## src/hw/lpc_pkg.sv

```systemverilog
// Behaviour
// - Cascaded main preset reloads the counter with the offset when a limit is reached.
// - In cascaded main preset, latched outputs of other limits stay off.
// - In cascaded main preset, a limit set to that mode counts relative to the offset.
// - A disabled limit never drives its output; its settings are ignored. A disabled master still sets the point of a limit trailing it.
// - First limit compares against main counter or totalizer.
// - Main counter limits are signed, -999999 up to 99999.
// - Totalizer limit: upper and lower four digits plus a sign.
// - Five modes: step, remainder reload, stop, clear previous, cascaded main preset.
// - High direction asserts at value >= limit, low at value <= limit.
// - Each output is latched or a wiper pulse.
// - Wiper pulse length is 0.0 to 9.9 s in tenths.
// - Each limit may set a display colour while value >= limit.
// - Trailing second limit follows the first by a programmed difference.
// - Positive trail: master minus value; negative: master plus value, offset ignored.
// - Fourth limit may trail the third the same way.
// - Third and fourth limits work like the first when not trailing.
// - Frequency and tachometer modes assert alarms at the limit in chosen direction.
// - Frequency outputs use a time delay or a hysteresis, per limit.
// - Delay of 0 to 99 s applies to switching on and off.
// - Hysteresis of 0 to 9999 units only moves the switch-off point.
package lpc_pkg;
  localparam int NUM_LIMITS = 4;
  localparam int CLK_PERIOD_NS = 8;
  localparam int TENTH_NS = 100_000_000;
  localparam int TENTH_CYCLES = TENTH_NS / CLK_PERIOD_NS;
  localparam logic [9:0] SEC_TENTHS = 10'h00a;
  localparam logic [7:0] ADDR_CTRL = 8'h00;
  localparam logic [7:0] ADDR_OFFSET = 8'h04;
  localparam logic [7:0] ADDR_STATUS = 8'h08;
  localparam logic [1:0] SUB_CFG = 2'h0;
  localparam logic [1:0] SUB_LIMIT = 2'h1;
  localparam logic [1:0] SUB_QUAL = 2'h2;
  localparam int CFG_EN = 0;
  localparam int CFG_SRC_TOTAL = 1;
  localparam int CFG_MODE_LSB = 2;
  localparam int CFG_DIR_LOW = 5;
  localparam int CFG_WIPER = 6;
  localparam int CFG_TRAIL = 7;
  localparam int CFG_HYST = 8;
  localparam int CFG_COLOUR_LSB = 9;
  localparam int CFG_WIPE_LSB = 16;
  localparam int CTRL_FREQ = 0;
  localparam int TOT_HI_LSB = 14;
  localparam int TOT_SIGN = 31;
  localparam logic [31:0] DIGITS4_SCALE = 32'h0000_2710;
  localparam logic [31:0] REG_RST = 32'h0000_0000;
  localparam logic [1:0] RESP_OKAY = 2'h0;
  localparam logic [1:0] RESP_SLVERR = 2'h2;
  typedef enum logic [2:0] {
    MODE_STEP = 3'b000,
    MODE_REMAINDER = 3'b001,
    MODE_STOP = 3'b010,
    MODE_CLEAR = 3'b011,
    MODE_CASCADE = 3'b100
  } lpc_mode_e;
endpackage

```

## src/hw/lpc_limit_preset_comparator.sv

```systemverilog
// Our own choices: the AXI4-Lite interface to the registers and the address map.
`timescale 1ns/100ps
module lpc_limit_preset_comparator #(
  parameter int unsigned TENTH_CYCLES = lpc_pkg::TENTH_CYCLES
) (
  input wire logic clock,
  input wire logic rst,
  input wire logic s_axi_awvalid,
  output logic s_axi_awready,
  input wire logic [7:0] s_axi_awaddr,
  input wire logic s_axi_wvalid,
  output logic s_axi_wready,
  input wire logic [31:0] s_axi_wdata,
  input wire logic [3:0] s_axi_wstrb,
  output logic s_axi_bvalid,
  input wire logic s_axi_bready,
  output logic [1:0] s_axi_bresp,
  input wire logic s_axi_arvalid,
  output logic s_axi_arready,
  input wire logic [7:0] s_axi_araddr,
  output logic s_axi_rvalid,
  input wire logic s_axi_rready,
  output logic [31:0] s_axi_rdata,
  output logic [1:0] s_axi_rresp,
  input wire logic signed [31:0] mainCount,
  input wire logic signed [31:0] totalCount,
  input wire logic valueValid,
  input wire logic counterReset,
  output logic [lpc_pkg::NUM_LIMITS-1:0] limitOut,
  output logic reloadOffset,
  output logic signed [31:0] offsetValue,
  output logic countStop,
  output logic [1:0] displayColour
);
  import lpc_pkg::*;

  // ----------------------------------------
  // helpers
  // ----------------------------------------
  function automatic logic [31:0] mergeStrb(logic [31:0] old, logic [31:0] nw, logic [3:0] strb);
    logic [31:0] res;
    res = old;
    for (int b = 0; b < 4; b++) begin
      if (strb[b]) begin
        res[b*8 +: 8] = nw[b*8 +: 8];
      end
    end
    return res;
  endfunction

  function automatic logic isLimAddr(logic [7:0] a);
    return (a[7:4] >= 4'h1) && (a[7:4] <= 4'h4) && (a[3:2] != 2'h3) && (a[1:0] == 2'h0);
  endfunction

  function automatic logic [1:0] limIdx(logic [7:0] a);
    logic [3:0] d;
    d = a[7:4] - 4'h1;
    return d[1:0];
  endfunction

  // eight digits held as two four-digit halves and a sign
  function automatic logic signed [31:0] totDecode(logic [31:0] raw);
    logic [31:0] mag;
    mag = 32'(raw[TOT_HI_LSB +: 14] * DIGITS4_SCALE) + {18'h0, raw[13:0]};
    return raw[TOT_SIGN] ? -$signed(mag) : $signed(mag);
  endfunction

  // ----------------------------------------
  // register file and bus slave
  // ----------------------------------------
  logic freqMode_r;
  logic signed [31:0] offset_r;
  logic [NUM_LIMITS-1:0][31:0] cfg_r;
  logic [NUM_LIMITS-1:0][31:0] lim_r;
  logic [NUM_LIMITS-1:0][31:0] qual_r;
  logic awHeld_r, wHeld_r, bvalid_r, rvalid_r;
  logic [7:0] awAddr_r;
  logic [31:0] wData_r, rdata_r;
  logic [3:0] wStrb_r;
  logic [1:0] bresp_r, rresp_r;
  logic [31:0] statusWord, readWord;
  logic doWrite, wrOk, rdOk, arTake;
  logic [1:0] wIdx, rIdx;

  assign s_axi_awready = !awHeld_r && !bvalid_r;
  assign s_axi_wready = !wHeld_r && !bvalid_r;
  assign s_axi_arready = !rvalid_r;
  assign s_axi_bvalid = bvalid_r;
  assign s_axi_bresp = bresp_r;
  assign s_axi_rvalid = rvalid_r;
  assign s_axi_rdata = rdata_r;
  assign s_axi_rresp = rresp_r;
  assign doWrite = awHeld_r && wHeld_r && !bvalid_r;
  assign arTake = s_axi_arvalid && !rvalid_r;
  assign wIdx = limIdx(awAddr_r);
  assign rIdx = limIdx(s_axi_araddr);
  assign wrOk = (awAddr_r == ADDR_CTRL) || (awAddr_r == ADDR_OFFSET) || isLimAddr(awAddr_r);
  assign rdOk = (s_axi_araddr == ADDR_CTRL) || (s_axi_araddr == ADDR_OFFSET)
             || (s_axi_araddr == ADDR_STATUS) || isLimAddr(s_axi_araddr);
  assign readWord = !rdOk ? REG_RST
                  : (s_axi_araddr == ADDR_CTRL) ? {31'h0, freqMode_r}
                  : (s_axi_araddr == ADDR_OFFSET) ? offset_r
                  : (s_axi_araddr == ADDR_STATUS) ? statusWord
                  : (s_axi_araddr[3:2] == SUB_CFG) ? cfg_r[rIdx]
                  : (s_axi_araddr[3:2] == SUB_LIMIT) ? lim_r[rIdx]
                  : qual_r[rIdx];

  always_ff @(posedge clock) begin
    if (rst) begin
      awHeld_r <= 1'b0;
      wHeld_r <= 1'b0;
      awAddr_r <= 8'h00;
      wData_r <= 32'h0;
      wStrb_r <= 4'h0;
    end else begin
      if (s_axi_awvalid && s_axi_awready) begin
        awHeld_r <= 1'b1;
        awAddr_r <= s_axi_awaddr;
      end else if (doWrite) begin
        awHeld_r <= 1'b0;
      end
      if (s_axi_wvalid && s_axi_wready) begin
        wHeld_r <= 1'b1;
        wData_r <= s_axi_wdata;
        wStrb_r <= s_axi_wstrb;
      end else if (doWrite) begin
        wHeld_r <= 1'b0;
      end
    end
  end

  always_ff @(posedge clock) begin
    if (rst) begin
      bvalid_r <= 1'b0;
      bresp_r <= RESP_OKAY;
      rvalid_r <= 1'b0;
      rdata_r <= REG_RST;
      rresp_r <= RESP_OKAY;
    end else begin
      if (doWrite) begin
        bvalid_r <= 1'b1;
        bresp_r <= wrOk ? RESP_OKAY : RESP_SLVERR;
      end else if (s_axi_bready) begin
        bvalid_r <= 1'b0;
      end
      if (arTake) begin
        rvalid_r <= 1'b1;
        rdata_r <= readWord;
        rresp_r <= rdOk ? RESP_OKAY : RESP_SLVERR;
      end else if (s_axi_rready) begin
        rvalid_r <= 1'b0;
      end
    end
  end

  always_ff @(posedge clock) begin
    if (rst) begin
      freqMode_r <= 1'b0;
      offset_r <= REG_RST;
      cfg_r <= '0;
      lim_r <= '0;
      qual_r <= '0;
    end else if (doWrite && wrOk) begin
      if (awAddr_r == ADDR_CTRL) begin
        freqMode_r <= wStrb_r[0] ? wData_r[CTRL_FREQ] : freqMode_r;
      end else if (awAddr_r == ADDR_OFFSET) begin
        offset_r <= mergeStrb(offset_r, wData_r, wStrb_r);
      end else if (awAddr_r[3:2] == SUB_CFG) begin
        cfg_r[wIdx] <= mergeStrb(cfg_r[wIdx], wData_r, wStrb_r);
      end else if (awAddr_r[3:2] == SUB_LIMIT) begin
        lim_r[wIdx] <= mergeStrb(lim_r[wIdx], wData_r, wStrb_r);
      end else begin
        qual_r[wIdx] <= mergeStrb(qual_r[wIdx], wData_r, wStrb_r);
      end
    end
  end

  // ----------------------------------------
  // switch points and comparison
  // ----------------------------------------
  logic [NUM_LIMITS-1:0] enVec, wiperVec, trailVec, hystVec, dirLowVec, cascVec, forceWipe;
  logic [NUM_LIMITS-1:0] hitVec, colHit, offPt, rise, clearPrev;
  logic signed [31:0] baseEff [NUM_LIMITS];
  logic signed [31:0] effLim [NUM_LIMITS];
  logic signed [31:0] cmpVal [NUM_LIMITS];
  lpc_mode_e modeOf [NUM_LIMITS];
  logic cascadeAny;

  always_comb begin
    for (int i = 0; i < NUM_LIMITS; i++) begin
      enVec[i] = cfg_r[i][CFG_EN];
      modeOf[i] = lpc_mode_e'(cfg_r[i][CFG_MODE_LSB +: 3]);
      dirLowVec[i] = cfg_r[i][CFG_DIR_LOW];
      hystVec[i] = cfg_r[i][CFG_HYST];
      wiperVec[i] = cfg_r[i][CFG_WIPER];
      cascVec[i] = enVec[i] && (modeOf[i] == MODE_CASCADE);
      trailVec[i] = (i % 2 == 1) && cfg_r[i][CFG_TRAIL];
      forceWipe[i] = (modeOf[i] == MODE_REMAINDER) || (modeOf[i] == MODE_CASCADE);
      cmpVal[i] = cfg_r[i][CFG_SRC_TOTAL] ? totalCount : mainCount;
      baseEff[i] = cfg_r[i][CFG_SRC_TOTAL] ? totDecode(lim_r[i]) : $signed(lim_r[i]);
      if (modeOf[i] == MODE_CASCADE) begin
        baseEff[i] = baseEff[i] + offset_r;
      end
    end
    for (int i = 0; i < NUM_LIMITS; i++) begin
      effLim[i] = baseEff[i];
      if (trailVec[i]) begin
        // offset left out on purpose: trailing point is tied to the master only
        effLim[i] = ($signed(lim_r[i]) > 0) ? baseEff[(i/2)*2] - $signed(lim_r[i])
                                            : baseEff[(i/2)*2] + $signed(lim_r[i]);
      end
      hitVec[i] = enVec[i] && (dirLowVec[i] ? cmpVal[i] <= effLim[i] : cmpVal[i] >= effLim[i]);
      colHit[i] = enVec[i] && (cfg_r[i][CFG_COLOUR_LSB +: 2] != 2'h0) && (cmpVal[i] >= effLim[i]);
      // hysteresis only widens the release side
      offPt[i] = dirLowVec[i] ? cmpVal[i] > effLim[i] + $signed({18'h0, qual_r[i][13:0]})
                              : cmpVal[i] < effLim[i] - $signed({18'h0, qual_r[i][13:0]});
    end
  end

  assign cascadeAny = |cascVec;

  // ----------------------------------------
  // tenth-second timebase
  // ----------------------------------------
  logic [31:0] presc_r;
  logic tick;
  assign tick = (presc_r == 32'(TENTH_CYCLES - 1));

  always_ff @(posedge clock) begin
    if (rst || tick) begin
      presc_r <= 32'h0;
    end else begin
      presc_r <= presc_r + 32'h1;
    end
  end

  // ----------------------------------------
  // output state
  // ----------------------------------------
  logic [NUM_LIMITS-1:0] hit_r, latch_r, wipe_r, qualOut_r, outNxt;
  logic [9:0] cnt_r [NUM_LIMITS];
  logic [9:0] dlyTarget [NUM_LIMITS];
  logic reload_r, stop_r;
  logic [1:0] colour_r;
  logic [1:0] colourNxt;

  always_comb begin
    colourNxt = 2'h0;
    for (int i = 0; i < NUM_LIMITS; i++) begin
      rise[i] = valueValid && hitVec[i] && !hit_r[i];
      clearPrev[i] = rise[(i+1) % NUM_LIMITS] && (modeOf[(i+1) % NUM_LIMITS] == MODE_CLEAR);
      dlyTarget[i] = 10'(qual_r[i][6:0] * SEC_TENTHS);
      outNxt[i] = enVec[i] && (freqMode_r ? qualOut_r[i]
                                          : ((latch_r[i] && !cascadeAny) || wipe_r[i]));
      if (colHit[i]) begin
        colourNxt = cfg_r[i][CFG_COLOUR_LSB +: 2];
      end
    end
  end

  for (genvar g = 0; g < NUM_LIMITS; g++) begin : g_lim
    always_ff @(posedge clock) begin
      if (rst || !enVec[g]) begin
        hit_r[g] <= 1'b0;
        latch_r[g] <= 1'b0;
        wipe_r[g] <= 1'b0;
        qualOut_r[g] <= 1'b0;
        cnt_r[g] <= 10'h0;
      end else begin
        if (valueValid) begin
          hit_r[g] <= hitVec[g];
        end
        // a new hit beats a clear arriving in the same cycle
        if (rise[g] && !wiperVec[g] && !forceWipe[g]) begin
          latch_r[g] <= 1'b1;
        end else if ((valueValid && !hitVec[g]) || clearPrev[g]) begin
          latch_r[g] <= 1'b0;
        end
        if (freqMode_r) begin
          wipe_r[g] <= 1'b0;
          if (hystVec[g]) begin
            cnt_r[g] <= 10'h0;
            if (valueValid && hitVec[g]) begin
              qualOut_r[g] <= 1'b1;
            end else if (valueValid && offPt[g]) begin
              qualOut_r[g] <= 1'b0;
            end
          end else if (hit_r[g] == qualOut_r[g]) begin
            cnt_r[g] <= 10'h0;
          end else if (dlyTarget[g] == 10'h0 || (tick && cnt_r[g] + 10'h1 >= dlyTarget[g])) begin
            qualOut_r[g] <= hit_r[g];
            cnt_r[g] <= 10'h0;
          end else if (tick) begin
            cnt_r[g] <= cnt_r[g] + 10'h1;
          end
        end else begin
          qualOut_r[g] <= 1'b0;
          // wiper of 0.0 s still lasts until the next tenth tick
          if (rise[g] && (wiperVec[g] || forceWipe[g])) begin
            wipe_r[g] <= 1'b1;
            cnt_r[g] <= {3'h0, cfg_r[g][CFG_WIPE_LSB +: 7]};
          end else if (tick && wipe_r[g]) begin
            if (cnt_r[g] == 10'h0) begin
              wipe_r[g] <= 1'b0;
            end else begin
              cnt_r[g] <= cnt_r[g] - 10'h1;
            end
          end
        end
      end
    end
  end

  always_ff @(posedge clock) begin
    if (rst) begin
      limitOut <= '0;
      reload_r <= 1'b0;
      stop_r <= 1'b0;
      colour_r <= 2'h0;
    end else begin
      limitOut <= outNxt;
      reload_r <= !freqMode_r && |(rise & forceWipe);
      if (!freqMode_r && |(rise & {modeOf[3] == MODE_STOP, modeOf[2] == MODE_STOP,
                                   modeOf[1] == MODE_STOP, modeOf[0] == MODE_STOP})) begin
        stop_r <= 1'b1;
      end else if (counterReset) begin
        stop_r <= 1'b0;
      end
      colour_r <= colourNxt;
    end
  end

  assign reloadOffset = reload_r;
  assign offsetValue = offset_r;
  assign countStop = stop_r;
  assign displayColour = colour_r;
  assign statusWord = {20'h0, colour_r, stop_r, reload_r, hit_r, limitOut};
endmodule // lpc_limit_preset_comparator

```

## config.mk

```make
export PLATFORM = sky130hd
export DESIGN_NAME = lpc_limit_preset_comparator
export DESIGN_NICKNAME = d
export VERILOG_FILES = /design/src/hw/lpc_pkg.sv /design/src/hw/lpc_limit_preset_comparator.sv
export SDC_FILE = /design/constraint.sdc
export NUM_CORES = 2
export LEC_CHECK = 0
export BUFFER_PORTS_ARGS = -buffer_cell sky130_fd_sc_hd__clkbuf_2
export CAP_MARGIN = 20
export CORE_ASPECT_RATIO = 1.75
export CORE_MARGIN = 8
export CORE_UTILIZATION = 45
export CTS_BUF_LIST = sky130_fd_sc_hd__clkbuf_8
export CTS_CLUSTER_SIZE = 25
export DETAILED_ROUTE_END_ITERATION = 6
export PLACE_DENSITY_LB_ADDON = 0.05
export SYNTH_ARGS = -nofsm -noshare
export SYNTH_HDL_FRONTEND = slang
export SYNTH_SLANG_ARGS = --single-unit
```

## constraint.sdc

```tcl
create_clock -name clock -period 13.2 [get_ports clock]
set_input_delay 0.66 -clock clock [delete_from_list [all_inputs] [get_ports clock]]
set_output_delay 0.66 -clock clock [all_outputs]
set_load 0.02 [all_outputs]
```

==> out/metrics.csv <==
metric;value;unit
status;finished clean;
CTS sink count;595;
Crit path required time;13.82;ns
achievable frequency;0.0789;GHz
Synth Area per Inst;7.83;µm²
HP Class;in -> reg;
# Max-Cap Violations;0;
antenna-violating nets left;0;
final setup fails;0;
drt total wl;360000;µm
Seq/Total Area, Yosys;0.159;
Seq cells post-synth;595;
clock share of power;0.409;
Mapped Area;77300;µm²
most frequently used flop master after synthesis;dfxtp_1;
top cells by area, synth;ha_1 18%, dfxtp_1 14%, xnor2_1 6.4%;
crit end category;flip-flop;
worst skew pair latency;0.90;ns
critical path peak fanout;6;
WS Path Type;reg -> reg;
DP Cell Count;12400;
DRC viols;0;
Leak;39.2;nW
crit path launch;lim_r[82];
final cell count without fillers;12600;
Avg WL per Cell;28.5;µm
DR pass1 iterations;6;
Layout Nets;11700;
cell repeated most along the worst path;buf_4;
Die H;564;µm
share of cells above drive strength 1;0.137;
io pins;206;
sw power;1.50;mW
vias per cell;6.12;
Sw Ratio;0.325;
row cnt;201;
Area growth syn-to-layout;12.1;%
HP Start;s_axi_awaddr[1];
Hold Slack;0.0546;ns
GPL Wtd Cong;1.03;
minimum clock period;12.68;ns
CTS Root Cell;clkbuf_8;
routed vias;77400;
pin count of the biggest net entering global routing;158;
Syn Inst Count;9871;
RR Startpoint;lim_r[82];
CP max stage delay;0.55;ns
Synth area leader;ha_1;
Post-synth EDFFs;40;
Buf/Inv on CP;12;
DIE AREA;186000;µm²
drt first-iter violations;6095;
# H-tree levels;3;
dpl hpwl;295000;µm
slowest CP cell;fa_1;
Peak supply drop;0.0924;mV
Final Cycle Share;0.960;
TritonCTS clock tree;built;
synth unique cells;120;
Final Max Tran Viols;0;
CTS buffer count;102;
post-synth top area share;0.178;
vias in the first global route;76400;
initial core utilization;0.452;
Final Hold Viols;0;
arrival time worst endpoint;13.30;ns
Max-slew headroom;0.124;
Final TNS setup;0;ns
global-route wire length before repair;511000;µm
total power density per cell area;53.3;nW/µm²
CP Launch Type;flip-flop;
Top delay family on crit path;adder cells;
async set-reset flop share out of synthesis;0;
Ys Warns;0;
GRT Resource Usage Total;0.374;
register share of total power;0.403;
Slew @ Worst Pin;1.30;ns
GRT overflow;0;
clock slew at reported path FFs;0.06;ns
Comb power frac;0.188;
Longest Clk Path Bufs;3;
P_int;3.12;mW
initial antenna violation count;28;
reg-to-reg slack, setup;0.52;ns
Final Skew;0.0576;ns
Design Power;4.62;mW
Port Buffers;203;
Die Span X;329;µm
core area;171000;µm²
-- stage by stage --
step	util	setup slack (ns)	cell area (µm²)
CTS	0.503	0.00682	85900
detailed placement	0.488	-0.727	83400
global route	0.507	-0.0555	86600
floorplan	-	1.03	77300
global placement	0.488	-0.594	83400
finish	0.507	0.522	86700
-- layout by cell type, fill, tap and decap left out, drive strengths merged, types with 204 or more instances in the layout --
cell type	n
nor2	1253
ha	1101
inv	863
nand2	695
a21oi	637
xnor2	562
dfxtp	555
o21ai	540
buf	500
nor3	401
clkbuf	329
xor2	231
a21o	204
-- worst reg2reg max path, delay by kind of cell (launching register included) --
| family | cells | cell delay [ns] |
|---|---|---|
| adders and majority gates | 9 | 3.52 |
| and+or+nand+nor | 15 | 3.02 |
| AOI/OAI and AO/OA | 14 | 2.49 |
| buffers and inverters | 12 | 1.50 |
| xor gates and xnor gates | 6 | 0.90 |
| muxes | 4 | 0.70 |
| DFF | 1 | 0.34 |
-- area by class of cell --
| cell class | count | area, µm² |
|---|---|---|
| fill | 17000 | 84300 |
| multi-input combinational | 8032 | 60900 |
| sequential | 595 | 12300 |
| timing repair buffer | 731 | 5220 |
| inverter | 839 | 3160 |
| tap | 2233 | 2790 |
| clock buffer | 126 | 1730 |
| clock inverter | 54 | 438 |
| antenna | 32 | 80.1 |
-- cell families (layout without fill, tap and decap cells) --
logic type	count (synthesis)	count (layout)	synth area share
multiplexers	435	435	0.0899
other	1	34	0.0000485
AO/OA/AOI/OAI	2250	2250	0.186
XOR/XNOR	796	796	0.0908
flip-flops	595	595	0.159
buffers and inverters	1245	1750	0.0609
AND/OR/NAND/NOR	3308	3308	0.199
adder cells (fa/ha/maj)	1241	1241	0.214
-- cell usage after synthesis (16+ instances only) --
library cell / n
xor2_1: 231
or4_1: 22
nor3_1: 394
o211ai_1: 44
a21boi_0: 19
fa_1: 138
a211o_1: 37
a2111oi_0: 20
nand3_1: 187
a21oi_1: 634
nor4_1: 55
nand4_1: 128
nor2_1: 1252
mux2_2: 145
o21ai_1: 21
o21bai_1: 79
buf_1: 53
nand2b_1: 143
inv_1: 829
dfxtp_1: 555
a311oi_1: 17
a21o_1: 204
or2_2: 26
or3_1: 86
o21ai_0: 518
ha_1: 1101
a31oi_1: 41
o22ai_1: 35
o31ai_1: 45
nand2_1: 694
clkbuf_1: 338
nor2b_1: 103
o41ai_1: 16
and3_1: 68
xnor2_1: 561
a22oi_1: 42
mux2i_1: 97
a221oi_1: 23
edfxtp_1: 40
and2_1: 44
mux4_2: 192
o21a_1: 109
a211oi_1: 186
-- timing repair --
| action | in CTS | in global routing |
|---|---|---|
| hold buffers | 28 | 0 |
| setup endpoints to repair | 38 | 73 |
| endpoints found under the hold margin | 28 | 0 |
| gates resized for setup | 17 | 106 |
| buffers inserted | 0 | 23 |
| pin swaps | 0 | 24 |
-- power groups by stage --
stage | combinational, mW | clock, mW | sequential [mW]
after floorplan | 0.545 | 0 | 1.89
after global placement | 0.837 | 0 | 1.90
after detailed placement | 0.845 | 0 | 1.90
after CTS | 0.857 | 1.91 | 1.86
after global routing | 0.940 | 1.98 | 1.87
final | 0.869 | 1.89 | 1.86
-- layer usage --
| metal | share of wire | track usage | up-vias |
|---|---|---|---|
| li1 | - | - | 35900 |
| met1 | 0.35 | 0.396 | 37300 |
| met2 | 0.47 | 0.641 | 3153 |
| met3 | 0.071 | 0.0711 | 1072 |
| met4 | 0.10 | 0.313 | 12 |
| met5 | 0.00025 | 0 | - |
-- sequential cells by signal, indices dropped and copies added, names as in the netlist, 8 cells and up --
signal       cells
cnt_r           40
presc_r         32
wData_r         32
awAddr_r         8
lim_r          128
s_axi_rdata     32
cfg_r          128
offsetValue     32
qual_r         128
-- worst paths after layout --
path            endpoint  cells after the start
min          awAddr_r[1]                      3
max reg2reg  cnt_r[3][2]                     60
min reg2reg  awAddr_r[7]                      2
max          cnt_r[3][2]                     60
Note: power is estimated with default switching activity, not from simulation.
